**config.mk**
```make
export PLATFORM = sky130hd
export DESIGN_NAME = pxb_crossbar
export DESIGN_NICKNAME = d
export VERILOG_FILES = /design/src/inc/pxb_pkg.sv /design/src/rtl/pxb_crossbar.sv
export SDC_FILE = /design/constraint.sdc
export NUM_CORES = 2
export LEC_CHECK = 0
export ABC_AREA = 1
export BUFFER_PORTS_ARGS = -buffer_cell sky130_fd_sc_hd__buf_2
export CELL_PAD_IN_SITES_DETAIL_PLACEMENT = 1
export CELL_PAD_IN_SITES_GLOBAL_PLACEMENT = 1
export CORE_MARGIN = 2
export CORE_UTILIZATION = 30
export CTS_CLUSTER_SIZE = 8
export DETAILED_ROUTE_END_ITERATION = 10
export PLACE_DENSITY = 0.57
export SYNTH_ARGS = -nofsm -noshare
export SYNTH_HDL_FRONTEND = slang
export SYNTH_SLANG_ARGS = --single-unit
```
**constraint.sdc**
```tcl
create_clock -name clk_i -period 62 [get_ports clk_i]
set_clock_uncertainty 0.15 [all_clocks]
set_input_delay 3.1 -clock clk_i [delete_from_list [all_inputs] [get_ports clk_i]]
set_output_delay 3.1 -clock clk_i [all_outputs]
set_load 0.01 [all_outputs]
```
**src/inc/pxb_pkg.sv**
```systemverilog
// Constants and carrier types for the port crossbar block
`default_nettype none
package pxb_pkg;
  localparam int NUM_PINS  = 24;
  localparam int XBAR_PINS = 20;
  localparam int NUM_SLOTS = 19;
  localparam int UART_TX_PIN = 4;
  localparam int UART_RX_PIN = 5;

  // Register addresses
  localparam logic [7:0] ADDR_CROSSBAR_SELECT_0   = 8'hE1;
  localparam logic [7:0] ADDR_CROSSBAR_SELECT_1   = 8'hE2;
  localparam logic [7:0] ADDR_PORT0  = 8'h80;
  localparam logic [7:0] ADDR_PORT1  = 8'h90;
  localparam logic [7:0] ADDR_PORT2  = 8'hA0;
  localparam logic [7:0] ADDR_MDIN0  = 8'hF1;
  localparam logic [7:0] ADDR_MDIN1  = 8'hF2;
  localparam logic [7:0] ADDR_MDIN2  = 8'hF3;
  localparam logic [7:0] ADDR_MDOUT0 = 8'hA4;
  localparam logic [7:0] ADDR_MDOUT1 = 8'hA5;
  localparam logic [7:0] ADDR_MDOUT2 = 8'hA6;
  localparam logic [7:0] ADDR_SKIP0  = 8'hD4;
  localparam logic [7:0] ADDR_SKIP1  = 8'hD5;
  localparam logic [7:0] ADDR_SKIP2  = 8'hD6;

  // Reset values
  localparam logic [7:0] RST_XBR   = 8'h00;
  localparam logic [7:0] RST_LATCH = 8'hFF;
  localparam logic [7:0] RST_MDIN  = 8'hFF;
  localparam logic [7:0] RST_MDOUT = 8'h00;
  localparam logic [7:0] RST_SKIP  = 8'h00;

  // Field positions in the select registers
  localparam int B0_UART = 0;
  localparam int B0_SPI  = 1;
  localparam int B0_SMB  = 2;
  localparam int B0_SYSC = 3;
  localparam int B0_CP0  = 4;
  localparam int B0_CP0A = 5;
  localparam int B0_CP1  = 6;
  localparam int B0_CP1A = 7;
  localparam int B1_CEX_LSB = 0;
  localparam int B1_ECI  = 3;
  localparam int B1_T0   = 4;
  localparam int B1_T1   = 5;
  localparam int B1_XBAR = 6;
  localparam int B1_WPUD = 7;
  localparam logic [1:0] SPI_MODE_3WIRE = 2'b00;

  // Crossbar slots in priority order after the fixed UART pair
  localparam logic [4:0] SL_SCK  = 5'h00;
  localparam logic [4:0] SL_MISO = 5'h01;
  localparam logic [4:0] SL_MOSI = 5'h02;
  localparam logic [4:0] SL_NSS  = 5'h03;
  localparam logic [4:0] SL_SDA  = 5'h04;
  localparam logic [4:0] SL_SCL  = 5'h05;
  localparam logic [4:0] SL_CP0  = 5'h06;
  localparam logic [4:0] SL_CP0A = 5'h07;
  localparam logic [4:0] SL_CP1  = 5'h08;
  localparam logic [4:0] SL_CP1A = 5'h09;
  localparam logic [4:0] SL_SYSC = 5'h0A;
  localparam logic [4:0] SL_CEX0 = 5'h0B;
  localparam logic [4:0] SL_ECI  = 5'h10;
  localparam logic [4:0] SL_T0   = 5'h11;
  localparam logic [4:0] SL_T1   = 5'h12;
  localparam logic [4:0] SL_NONE = 5'h1F;

  typedef struct packed {
    logic [7:0] addr;
    logic       wr;
    logic       rd;
    logic       rmw;
    logic [7:0] wdata;
  } pxb_sfr_req_t;

  typedef struct packed {
    logic [NUM_SLOTS-1:0] val;
    logic [NUM_SLOTS-1:0] drive;
    logic                 uart_tx;
  } pxb_fn_out_t;

  typedef struct packed {
    logic [NUM_SLOTS-1:0] val;
    logic                 uart_rx;
  } pxb_fn_in_t;
endpackage
`default_nettype wire

```
**src/rtl/pxb_crossbar.sv**
```systemverilog
// Priority crossbar, pin configuration registers and port latches
`default_nettype none
//
// Function
// Functions placed in fixed priority, UART first
// Function gets lowest free unskipped pin
// UART transmit on pin 4, receive pin 5
// Only pins P0.0 to P2.3 take functions
// Skip bits make pins count as taken
// Software skips pins used outside the crossbar
// SMBus and UART each take pins pairwise
// Leftover pins act as plain port pins
// Slave select pinned only in 4-wire mode
// Analog pins lose pullup, driver and receiver
// Input mode bit: 1 digital, 0 analog
// Reset leaves every pin digital input
// Output mode bit picks open-drain or push-pull
// SMBus pins always open-drain
// Pullup on open-drain pins unless disabled
// Pullup off while pin drives low
// Enable bit turns crossbar routing on
// Disabled crossbar keeps every driver off
// Port read returns pin level
// First select register bit layout
// Small packages skip port 1 pins 6, 7
// Software configures modes before enabling
// Second select register bit layout
// Capture field routes first n outputs
// Output mode ignored on analog pins
// Read-modify-write reads the port latch
// Remaining priority order after SPI
module pxb_crossbar
  import pxb_pkg::*;
(
  // Clock and reset
  input  wire logic                 clk_i,
  input  wire logic                 srst_i,
  // Register port
  input  wire pxb_sfr_req_t         sfr_req_i,
  output logic [7:0]                sfr_rdata_o,
  // Peripherals
  input  wire pxb_fn_out_t          fn_out_i,
  input  wire logic [1:0]           spi_select_mode_i,
  output pxb_fn_in_t                fn_in_o,
  // Pins
  input  wire logic [NUM_PINS-1:0]  pin_in_i,
  output logic [NUM_PINS-1:0]       pin_out_o,
  output logic [NUM_PINS-1:0]       pin_oe_o,
  output logic [NUM_PINS-1:0]       pin_pullup_o,
  output logic [NUM_PINS-1:0]       pin_rx_en_o
);

  logic [7:0]          crossbar_select_0_reg, crossbar_select_0_next;
  logic [7:0]          crossbar_select_1_reg, crossbar_select_1_next;
  logic [NUM_PINS-1:0] latch_reg, latch_next;
  logic [NUM_PINS-1:0] pin_input_mode_reg, pin_input_mode_next;
  logic [NUM_PINS-1:0] pin_output_mode_reg, pin_output_mode_next;
  logic [NUM_PINS-1:0] pin_skip_mask_reg, pin_skip_mask_next;
  logic [7:0]          rdata_next;
  logic [NUM_PINS-1:0] pin_meta_reg, pin_sync_reg;
  logic [NUM_PINS-1:0] pin_dig;
  logic [NUM_SLOTS-1:0] slot_en;
  logic [4:0]          pin_slot [NUM_PINS];
  pxb_fn_in_t          fn_in_next;
  logic [NUM_PINS-1:0] out_next, oe_next, pu_next;
  logic                xbar_en, uart_en;
  logic [2:0]          cex_sel;

  assign xbar_en = crossbar_select_1_reg[B1_XBAR];
  assign uart_en = xbar_en & crossbar_select_0_reg[B0_UART];
  assign cex_sel = crossbar_select_1_reg[B1_CEX_LSB +: 3];
  // Analog pins read as 1 and feed 1 to peripherals
  assign pin_dig = pin_sync_reg | ~pin_input_mode_reg;

  // Register writes
  always_comb begin
    crossbar_select_0_next = crossbar_select_0_reg;
    crossbar_select_1_next = crossbar_select_1_reg;
    latch_next             = latch_reg;
    pin_input_mode_next    = pin_input_mode_reg;
    pin_output_mode_next   = pin_output_mode_reg;
    pin_skip_mask_next     = pin_skip_mask_reg;
    if (sfr_req_i.wr) begin
      case (sfr_req_i.addr)
        ADDR_CROSSBAR_SELECT_0:   crossbar_select_0_next = sfr_req_i.wdata;
        ADDR_CROSSBAR_SELECT_1:   crossbar_select_1_next = sfr_req_i.wdata;
        ADDR_PORT0:  latch_next[7:0]   = sfr_req_i.wdata;
        ADDR_PORT1:  latch_next[15:8]  = sfr_req_i.wdata;
        ADDR_PORT2:  latch_next[23:16] = sfr_req_i.wdata;
        ADDR_MDIN0:  pin_input_mode_next[7:0]   = sfr_req_i.wdata;
        ADDR_MDIN1:  pin_input_mode_next[15:8]  = sfr_req_i.wdata;
        ADDR_MDIN2:  pin_input_mode_next[23:16] = sfr_req_i.wdata;
        ADDR_MDOUT0: pin_output_mode_next[7:0]   = sfr_req_i.wdata;
        ADDR_MDOUT1: pin_output_mode_next[15:8]  = sfr_req_i.wdata;
        ADDR_MDOUT2: pin_output_mode_next[23:16] = sfr_req_i.wdata;
        ADDR_SKIP0:  pin_skip_mask_next[7:0]   = sfr_req_i.wdata;
        ADDR_SKIP1:  pin_skip_mask_next[15:8]  = sfr_req_i.wdata;
        ADDR_SKIP2:  pin_skip_mask_next[23:16] = sfr_req_i.wdata;
        default: ;
      endcase
    end
  end

  // Register reads; unmapped addresses answer zero
  always_comb begin
    rdata_next = sfr_rdata_o;
    if (sfr_req_i.rd) begin
      case (sfr_req_i.addr)
        ADDR_CROSSBAR_SELECT_0:   rdata_next = crossbar_select_0_reg;
        ADDR_CROSSBAR_SELECT_1:   rdata_next = crossbar_select_1_reg;
        ADDR_PORT0:  rdata_next = sfr_req_i.rmw ? latch_reg[7:0]   : pin_dig[7:0];
        ADDR_PORT1:  rdata_next = sfr_req_i.rmw ? latch_reg[15:8]  : pin_dig[15:8];
        ADDR_PORT2:  rdata_next = sfr_req_i.rmw ? latch_reg[23:16] : pin_dig[23:16];
        ADDR_MDIN0:  rdata_next = pin_input_mode_reg[7:0];
        ADDR_MDIN1:  rdata_next = pin_input_mode_reg[15:8];
        ADDR_MDIN2:  rdata_next = pin_input_mode_reg[23:16];
        ADDR_MDOUT0: rdata_next = pin_output_mode_reg[7:0];
        ADDR_MDOUT1: rdata_next = pin_output_mode_reg[15:8];
        ADDR_MDOUT2: rdata_next = pin_output_mode_reg[23:16];
        ADDR_SKIP0:  rdata_next = pin_skip_mask_reg[7:0];
        ADDR_SKIP1:  rdata_next = pin_skip_mask_reg[15:8];
        ADDR_SKIP2:  rdata_next = pin_skip_mask_reg[23:16];
        default:     rdata_next = 8'h00;
      endcase
    end
  end

  // Slot enables in priority order
  always_comb begin
    slot_en = '0;
    if (xbar_en) begin
      slot_en[SL_SCK]  = crossbar_select_0_reg[B0_SPI];
      slot_en[SL_MISO] = crossbar_select_0_reg[B0_SPI];
      slot_en[SL_MOSI] = crossbar_select_0_reg[B0_SPI];
      slot_en[SL_NSS]  = crossbar_select_0_reg[B0_SPI] &
                         (spi_select_mode_i != SPI_MODE_3WIRE);
      slot_en[SL_SDA]  = crossbar_select_0_reg[B0_SMB];
      slot_en[SL_SCL]  = crossbar_select_0_reg[B0_SMB];
      slot_en[SL_CP0]  = crossbar_select_0_reg[B0_CP0];
      slot_en[SL_CP0A] = crossbar_select_0_reg[B0_CP0A];
      slot_en[SL_CP1]  = crossbar_select_0_reg[B0_CP1];
      slot_en[SL_CP1A] = crossbar_select_0_reg[B0_CP1A];
      slot_en[SL_SYSC] = crossbar_select_0_reg[B0_SYSC];
      for (int k = 0; k < 5; k++) begin
        slot_en[int'(SL_CEX0) + k] = (cex_sel > 3'(k));
      end
      slot_en[SL_ECI]  = crossbar_select_1_reg[B1_ECI];
      slot_en[SL_T0]   = crossbar_select_1_reg[B1_T0];
      slot_en[SL_T1]   = crossbar_select_1_reg[B1_T1];
    end
  end

  // Walk the pins upward, handing each free pin the next enabled slot
  always_comb begin
    logic [4:0] nxt;
    logic       found;
    nxt   = 5'h00;
    found = 1'b0;
    fn_in_next.val     = '1;
    fn_in_next.uart_rx = uart_en ? pin_dig[UART_RX_PIN] : 1'b1;
    for (int p = 0; p < NUM_PINS; p++) begin
      pin_slot[p] = SL_NONE;
      found = 1'b0;
      // Only the first twenty pins are eligible
      if (p < XBAR_PINS && !pin_skip_mask_reg[p] &&
          !(uart_en && (p == UART_TX_PIN || p == UART_RX_PIN))) begin
        for (int k = 0; k < NUM_SLOTS; k++) begin
          if (!found && 5'(k) >= nxt && slot_en[k]) begin
            pin_slot[p] = 5'(k);
            nxt = 5'(k + 1);
            found = 1'b1;
            fn_in_next.val[k] = pin_dig[p];
          end
        end
      end
    end
  end

  // Per-pin driver, mode and pullup decisions
  for (genvar p = 0; p < NUM_PINS; p++) begin : g_pin
    logic is_slot, is_uart, is_smb, val, want, od;
    assign is_slot = (pin_slot[p] != SL_NONE);
    assign is_uart = uart_en && (p == UART_TX_PIN || p == UART_RX_PIN);
    assign is_smb  = (pin_slot[p] == SL_SDA) || (pin_slot[p] == SL_SCL);
    // Leftover pins fall back to the port latch
    assign val  = (is_uart && p == UART_TX_PIN) ? fn_out_i.uart_tx :
                  is_slot ? fn_out_i.val[pin_slot[p]] : latch_reg[p];
    assign want = is_uart ? (p == UART_TX_PIN) :
                  is_slot ? fn_out_i.drive[pin_slot[p]] : 1'b1;
    assign od   = ~pin_output_mode_reg[p] | is_smb;
    // An open-drain high is released, never driven
    assign oe_next[p] = xbar_en & pin_input_mode_reg[p] & want &
                        (~od | ~val);
    assign out_next[p] = val;
    assign pu_next[p]  = pin_input_mode_reg[p] & od &
                         ~crossbar_select_1_reg[B1_WPUD] & ~(oe_next[p] & ~val);
  end

  always_ff @(posedge clk_i) begin
    pin_meta_reg <= pin_in_i;
    pin_sync_reg <= pin_meta_reg;
    if (srst_i) begin
      crossbar_select_0_reg <= RST_XBR;
      crossbar_select_1_reg <= RST_XBR;
      latch_reg             <= {3{RST_LATCH}};
      pin_input_mode_reg    <= {3{RST_MDIN}};
      pin_output_mode_reg   <= {3{RST_MDOUT}};
      pin_skip_mask_reg     <= {3{RST_SKIP}};
      sfr_rdata_o           <= 8'h00;
      fn_in_o               <= '1;
      pin_out_o             <= '0;
      pin_oe_o              <= '0;
      pin_pullup_o          <= '0;
      pin_rx_en_o           <= '0;
    end else begin
      crossbar_select_0_reg <= crossbar_select_0_next;
      crossbar_select_1_reg <= crossbar_select_1_next;
      latch_reg             <= latch_next;
      pin_input_mode_reg    <= pin_input_mode_next;
      pin_output_mode_reg   <= pin_output_mode_next;
      pin_skip_mask_reg     <= pin_skip_mask_next;
      sfr_rdata_o           <= rdata_next;
      fn_in_o               <= fn_in_next;
      pin_out_o             <= out_next;
      pin_oe_o              <= oe_next;
      pin_pullup_o          <= pu_next;
      pin_rx_en_o           <= pin_input_mode_reg;
    end
  end

  xbar_off_a: assert property (@(posedge clk_i) disable iff (srst_i)
    !xbar_en |=> pin_oe_o == '0) else $error("driver on with crossbar off");
  uart_tx_a: assert property (@(posedge clk_i) disable iff (srst_i)
    uart_en && pin_input_mode_reg[UART_TX_PIN] && pin_output_mode_reg[UART_TX_PIN]
    |=> pin_oe_o[UART_TX_PIN] && pin_out_o[UART_TX_PIN] == $past(fn_out_i.uart_tx))
    else $error("uart transmit not on pin 4");
  analog_pin_a: assert property (@(posedge clk_i) disable iff (srst_i)
    !pin_input_mode_reg[0] |=> !pin_oe_o[0] && !pin_pullup_o[0] && !pin_rx_en_o[0])
    else $error("analog pin still digital");
  pullup_low_a: assert property (@(posedge clk_i) disable iff (srst_i)
    (pin_oe_o & ~pin_out_o & pin_pullup_o) == '0) else $error("pullup on a low pin");
  rmw_latch_a: assert property (@(posedge clk_i) disable iff (srst_i)
    sfr_req_i.rd && sfr_req_i.rmw && sfr_req_i.addr == ADDR_PORT0
    |=> sfr_rdata_o == $past(latch_reg[7:0])) else $error("rmw did not read latch");
  pin_read_a: assert property (@(posedge clk_i) disable iff (srst_i)
    sfr_req_i.rd && !sfr_req_i.rmw && sfr_req_i.addr == ADDR_PORT1 &&
    pin_input_mode_reg[15:8] == 8'hFF |=> sfr_rdata_o == $past(pin_sync_reg[15:8]))
    else $error("port read not pin level");
  first_pin_a: assert property (@(posedge clk_i) disable iff (srst_i)
    xbar_en && crossbar_select_0_reg[B0_SPI] && !pin_skip_mask_reg[0]
    |-> pin_slot[0] == SL_SCK) else $error("spi clock not on first free pin");
  skip_pin_a: assert property (@(posedge clk_i) disable iff (srst_i)
    pin_skip_mask_reg[1] |-> pin_slot[1] == SL_NONE) else $error("skipped pin assigned");
  smbus_od_a: assert property (@(posedge clk_i) disable iff (srst_i)
    pin_slot[2] == SL_SDA |=> !(pin_oe_o[2] && pin_out_o[2]))
    else $error("smbus pin driven high");
  reset_mode_a: assert property (@(posedge clk_i)
    srst_i |=> pin_input_mode_reg == '1 && pin_oe_o == '0)
    else $error("pins not digital inputs after reset");

endmodule
`default_nettype wire

```
* Word level (Yosys, flattened, before mapping) *
Cells that the tools add are included.

storage, ports and cells
  output and inout port bits = 124
  register bits after elaboration = 284
  input port bits = 86
  logic and storage cells = 4353

operators by class
  eq/ne operators = 74
  magnitude comparators = 404
  bitwise operators = 306
  mux-type cells = 2406
  reduce and logical (&&, ||, !) cells = 1140

operator list
  operator                                                                             count
  5-bit 2-to-1 mux                                                                     1157
  1-bit 2-to-1 mux                                                                     1184
  4-bit by 5-bit greater-or-equal comparator with 1-bit output (first input constant)  160
  1-bit logical AND                                                                    741
  3-bit by 5-bit greater-or-equal comparator with 1-bit output (first input constant)  80
  19-bit 2-to-1 mux                                                                    21
  1-bit zero test                                                                      363
  5-bit greater-or-equal comparator (first input constant)                             60
  1-bit binary-select mux with 5-bit select                                            40
  5-bit by 3-bit equality test with 1-bit output (second input constant)               40
  2-bit by 5-bit greater-or-equal comparator with 1-bit output (first input constant)  40
  1-bit by 5-bit greater-or-equal comparator with 1-bit output (first input constant)  39
  1-bit bitwise AND                                                                    166
  5-bit by 6-bit < comparator with 1-bit output (second input constant)                20
  8-bit equality test (second input constant)                                          14
  8-bit one-hot mux with 14 select lines                                               1
  5-bit != test (second input constant)                                                20
  1-bit NOT                                                                            94
  1-bit bitwise OR                                                                     44
  2-bit AND reduction                                                                  14
  8-bit 2-to-1 mux                                                                     3
  24-bit NOT                                                                           1
  24-bit bitwise OR                                                                    1
  1-bit logical OR                                                                     20
  5 further kinds                                                                      7

* Depth between registers and ports, before layout *
  word-level depth = 1890
  gate-level depth with buffers = 745
  mapped depth without buffers = 740

* Worst setup path after synthesis *
OpenSTA, ideal clock, no wires.

  path type = register to register
  start point = register crossbar_select_1_reg[6]
  end point = register pin_oe_o[19]
  data arrival time = 63458 ps
  data required time = 61738 ps
  stages on the path, launching flop included = 638
  period minus slack after synthesis = 63720 ps
  path slack = -1720 ps
  library setup time = 111 ps
  path buffers = 5
  cell sequence = dfxtp_1 > nand2_1 > inv_2 > nor2_8 > inv_4 > nor3_4 > nand2_2 > nand3_2 > nand3_2 > nand2_1 > nand2_1 > nand2_2 > nand2_2 > nor2_4 > nand2_1 > nor2_2 > nand3_2 > buf_6 > (+602 left out) > nand2_1 > a21boi_1 > nand3_2 > nand2_4 > nand4_2 > nor2_1 > nand2_2 > nand2_8 > nand2_2 > buf_6 > o21ai_1 > nand2_1 > nor3_1 > nor2_1 > nand2_1 > nand2_1 > nor2_1 > nor2_1

RTL lines
  item                      RTL line             text
  start: declaration        pxb_crossbar.sv:54   logic [7:0] crossbar_select_1_reg, crossbar_select_1_next;
  start signal: assignment  pxb_crossbar.sv:217  crossbar_select_1_reg <= crossbar_select_1_next;
  end signal: assignment    pxb_crossbar.sv:225  pin_oe_o <= oe_next;
  end: declaration          pxb_crossbar.sv:48   output logic [NUM_PINS-1:0] pin_oe_o,

==> results by group <==
STA
  • Slew Limit Fails: 0
  • RSZ-0062 raised after global routing: true
  • Final setup violation count: 31
  • Crit path time final: about 74,000 ps
  • Rel. slew slack: 6.25%
  • Period utilization: 119%
  • Setup ws final: -11,980 ps
  • Worst-Margin Slew: 1400 ps
  • Achievable Freq: 0.0135 GHz
  • Final hold slack: between 150 and 200 ps
  • Final hold vios: 0
  • Fin Setup TNS: -268,900 ps

Detailed routing
  • Routed WL: a little under 300 mm
  • Avg WL per Cell: between 20 and 30 um
  • Vias/cell: approximately 5.7
  • Routed Antenna Nets: 0
  • Vias: roughly 63,000
  • Post-route DRC: 0
  • DR WL met3: 21.3 mm
  • M1 WL: roughly 120 mm
  • DR WL met2: roughly 130 mm
  • Initial DRC count: about 5,300
  • Number of detailed-route iterations in the first pass: 6
  • Top routing layer in use: met4

Synth
  • Number of flops mapped to enable cells by yosys: 0
  • Number of synthesized register bits: 284
  • Top FF cell, synth: dfxtp_1
  • Yosys warnings: 0
  • Yosys top cell area share: a little over an eighth
  • Async S/R FF share, synth: 0%
  • Area share of fa/ha/maj cells after synthesis: 0%
  • Synthesized Nets: between 7,000 and 8,000
  • Mapped Avg Cell Area: ~6 sq um
  • Cell variety after synth: 95
  • Combinational family with the most area after synthesis: simple AND/OR/NAND/NOR gates
  • Post-synthesis simple-gate area fraction: 46.7%
  • Complex-gate fraction of the synthesized area: between 20% and 30%
  • Mapped Area: about 0.043 sq mm
  • Top post-synthesis cells by area: dfxtp_1 13%, nand2_1 13%, inv_1 7.0%
  • Syn Inst Count: about 7,100
  • Sequential share of the synthesized area: about an eighth
  • Mux contribution to synthesized area: less than 1%
  • Leading area contributor after synthesis: dfxtp_1
  • Xor and xnor fraction of the mapped netlist area: 0%

Floorplan
  • Chip height: between 300 and 400 um
  • Core region area: approximately 0.14 sq mm
  • Ports: 210
  • Initial Util: 30.1%
  • Row cnt: 139
  • Width of the chip: approximately 380 um
  • Die area: between 0.1 and 0.15 sq mm

Global route
  • Initial antenna violation count: 26
  • Tot GR Track Use: between 30% and 40%
  • Overflow after GRT: 0
  • First-pass GRT wire length: 409 mm
  • Via count of the first global-routing pass: about 61,000
  • Largest net degree at the start of global routing: 72

Power and ir drop
  • Flop pwr share: 38.1%
  • Switch share: 32.7%
  • Pwr Density: ~7.3 mW/mm^2
  • Clock Power Share: 46.7%
  • P_leak: approximately 34 nW
  • Net Sw Power: roughly 0.00016 W
  • Internal cell power: between 0.0003 and 0.0004 W
  • Peak VDD IR: about 0.023 mV
  • Comb power frac: between 10% and 20%

Finish
  • Reg area: between 0.005 and 0.006 sq mm
  • Filler cells: between 15,000 and 20,000
  • Share of cells above drive strength 1: between 40% and 50%
  • Commonest cells after routing, fill and taps aside: 1,981 x buf_4, 1,141 x nand2_1, 716 x inv_1
  • Commonest non-fill, non-tap cell in the layout: buf_4
  • Area delta synth->final: 58.9%
  • Area occupied by multi-input gates: roughly 0.038 sq mm
  • Nets: roughly 9,300

Setup path
  • Worst Path Max Fanout: 8
  • WP data arrival: 74,290 ps
  • CP max stage delay: between 300 and 400 ps
  • Critical Path End Type: flip-flop
  • Critical-path top delay cell: dfxtp_2
  • Worst EP required: about 62,000 ps
  • Critical path class: flip-flop to flip-flop
  • CP Launch Type: flip-flop

Status
  • Outcome: finished, violations left
  • Failing checks: setup timing

Clock network
  • CTS tree: yes
  • Clock transition at the registers of the reported paths: 60 ps
  • TritonCTS buffer count: 43
  • Clk buf depth: 3
  • CTS Sinks: 284
  • H-tree Lvls: 2
  • Clock Latency Late Sink: around 660 ps
  • CTS root buf: clkbuf_16
  • # hold bufs at CTS: 0

Placed design
  • Dpl hpwl: 223 mm
  • Input/output buffers: approximately 210
  • Gp weighted congestion: about 1.0

Min path
  • Hold WC Path Type: flip-flop to flip-flop

Job
  • MaxCap Viol Count: 0
repair_timing:
item                       CTS  global route
cloned                       2             3
pin swaps                  186           629
setup endpoints to repair   31            34
setup buffers              187           310
resized for setup          417          1078
layer usage:
| metal | GRT usage (%) | up-vias |
|---|---|---|
| met1 | 46.3 | 30872 |
| met3 | 4.78 | 914 |
| met5 | 0 | - |
| li1 | - | 28515 |
| met2 | 60.5 | 2714 |
| met4 | 24.0 | 0 |
Yosys cell counts, drive strengths merged (103+ instances only):
library cell / n
inv: 936
nand3: 627
o221ai: 130
nor3: 135
dfxtp: 284
nor2: 887
o31ai: 103
clkbuf: 206
o21ai: 626
nand4: 202
a21oi: 429
o211ai: 138
nand2: 1906
final cells by class:
type / count / area share [%]
repair buffers: 2282 / 25.0
well taps: 1903 / 3.48
diodes: 20 / 0.0731
clock buffers: 51 / 1.66
flip-flops and latches: 284 / 8.30
inverters: 1043 / 6.17
clock inverters: 6 / 0.124
multi-input cells: 5558 / 55.2
critical path, delay by kind of cell, from the launching register on:
family / cells / cell delay (ps)
buf+inv: 79 / 8500
flops: 1 / 340
compound gates: 66 / 10820
simple gates: 483 / 53610
power by group through the flow:
stage	sequential, W	combinational [W]	clock (W)
floorplan	0.000193	0.0000298	0
global placement	0.000194	0.0000677	0
detailed placement	0.000193	0.0000681	0
CTS	0.000190	0.0000695	0.000236
global route	0.000190	0.0000774	0.000240
finish	0.000190	0.0000763	0.000233
logic make-up (layout without fill, tap and decap cells):
logic type / Yosys count / in the layout
AND/OR/NAND/NOR: 3816 / 3818
buffers and inverters: 1288 / 3382
flip-flops: 284 / 284
multiplexers: 3 / 3
AO/OA/AOI/OAI: 1737 / 1737
other: 0 / 20
final timing paths:
kind	startpoint	endpoint	slack (ps)	cells past startpoint
setup / recovery	crossbar_select_1_reg[6]$_SDFFE_PP0P_	pin_out_o[19]$_SDFF_PP0_	-11980	628
setup reg to reg	crossbar_select_1_reg[6]$_SDFFE_PP0P_	pin_out_o[19]$_SDFF_PP0_	-11980	628
hold / removal	pin_meta_reg[16]$_DFF_P_	pin_sync_reg[16]$_DFF_P_	170	0
hold reg to reg	pin_meta_reg[16]$_DFF_P_	pin_sync_reg[16]$_DFF_P_	170	0
stage by stage:
stage | cells | worst slack [ps] | instance area [sq um] | total power (W) | util, %
finish | 11147 | -11980 | 68500 | 0.000499 | 47.8
global route | 11128 | -16880 | 68400 | 0.000507 | 47.8
CTS | 10818 | -9260 | 61600 | 0.000495 | 43.1
detailed placement | 10573 | -11660 | 57100 | 0.000262 | 39.9
global placement | 10573 | -9180 | 57100 | 0.000261 | 39.9
floorplan | 7128 | -898 | 43600 | 0.000223 | -
(Power assumes the default switching activity.)
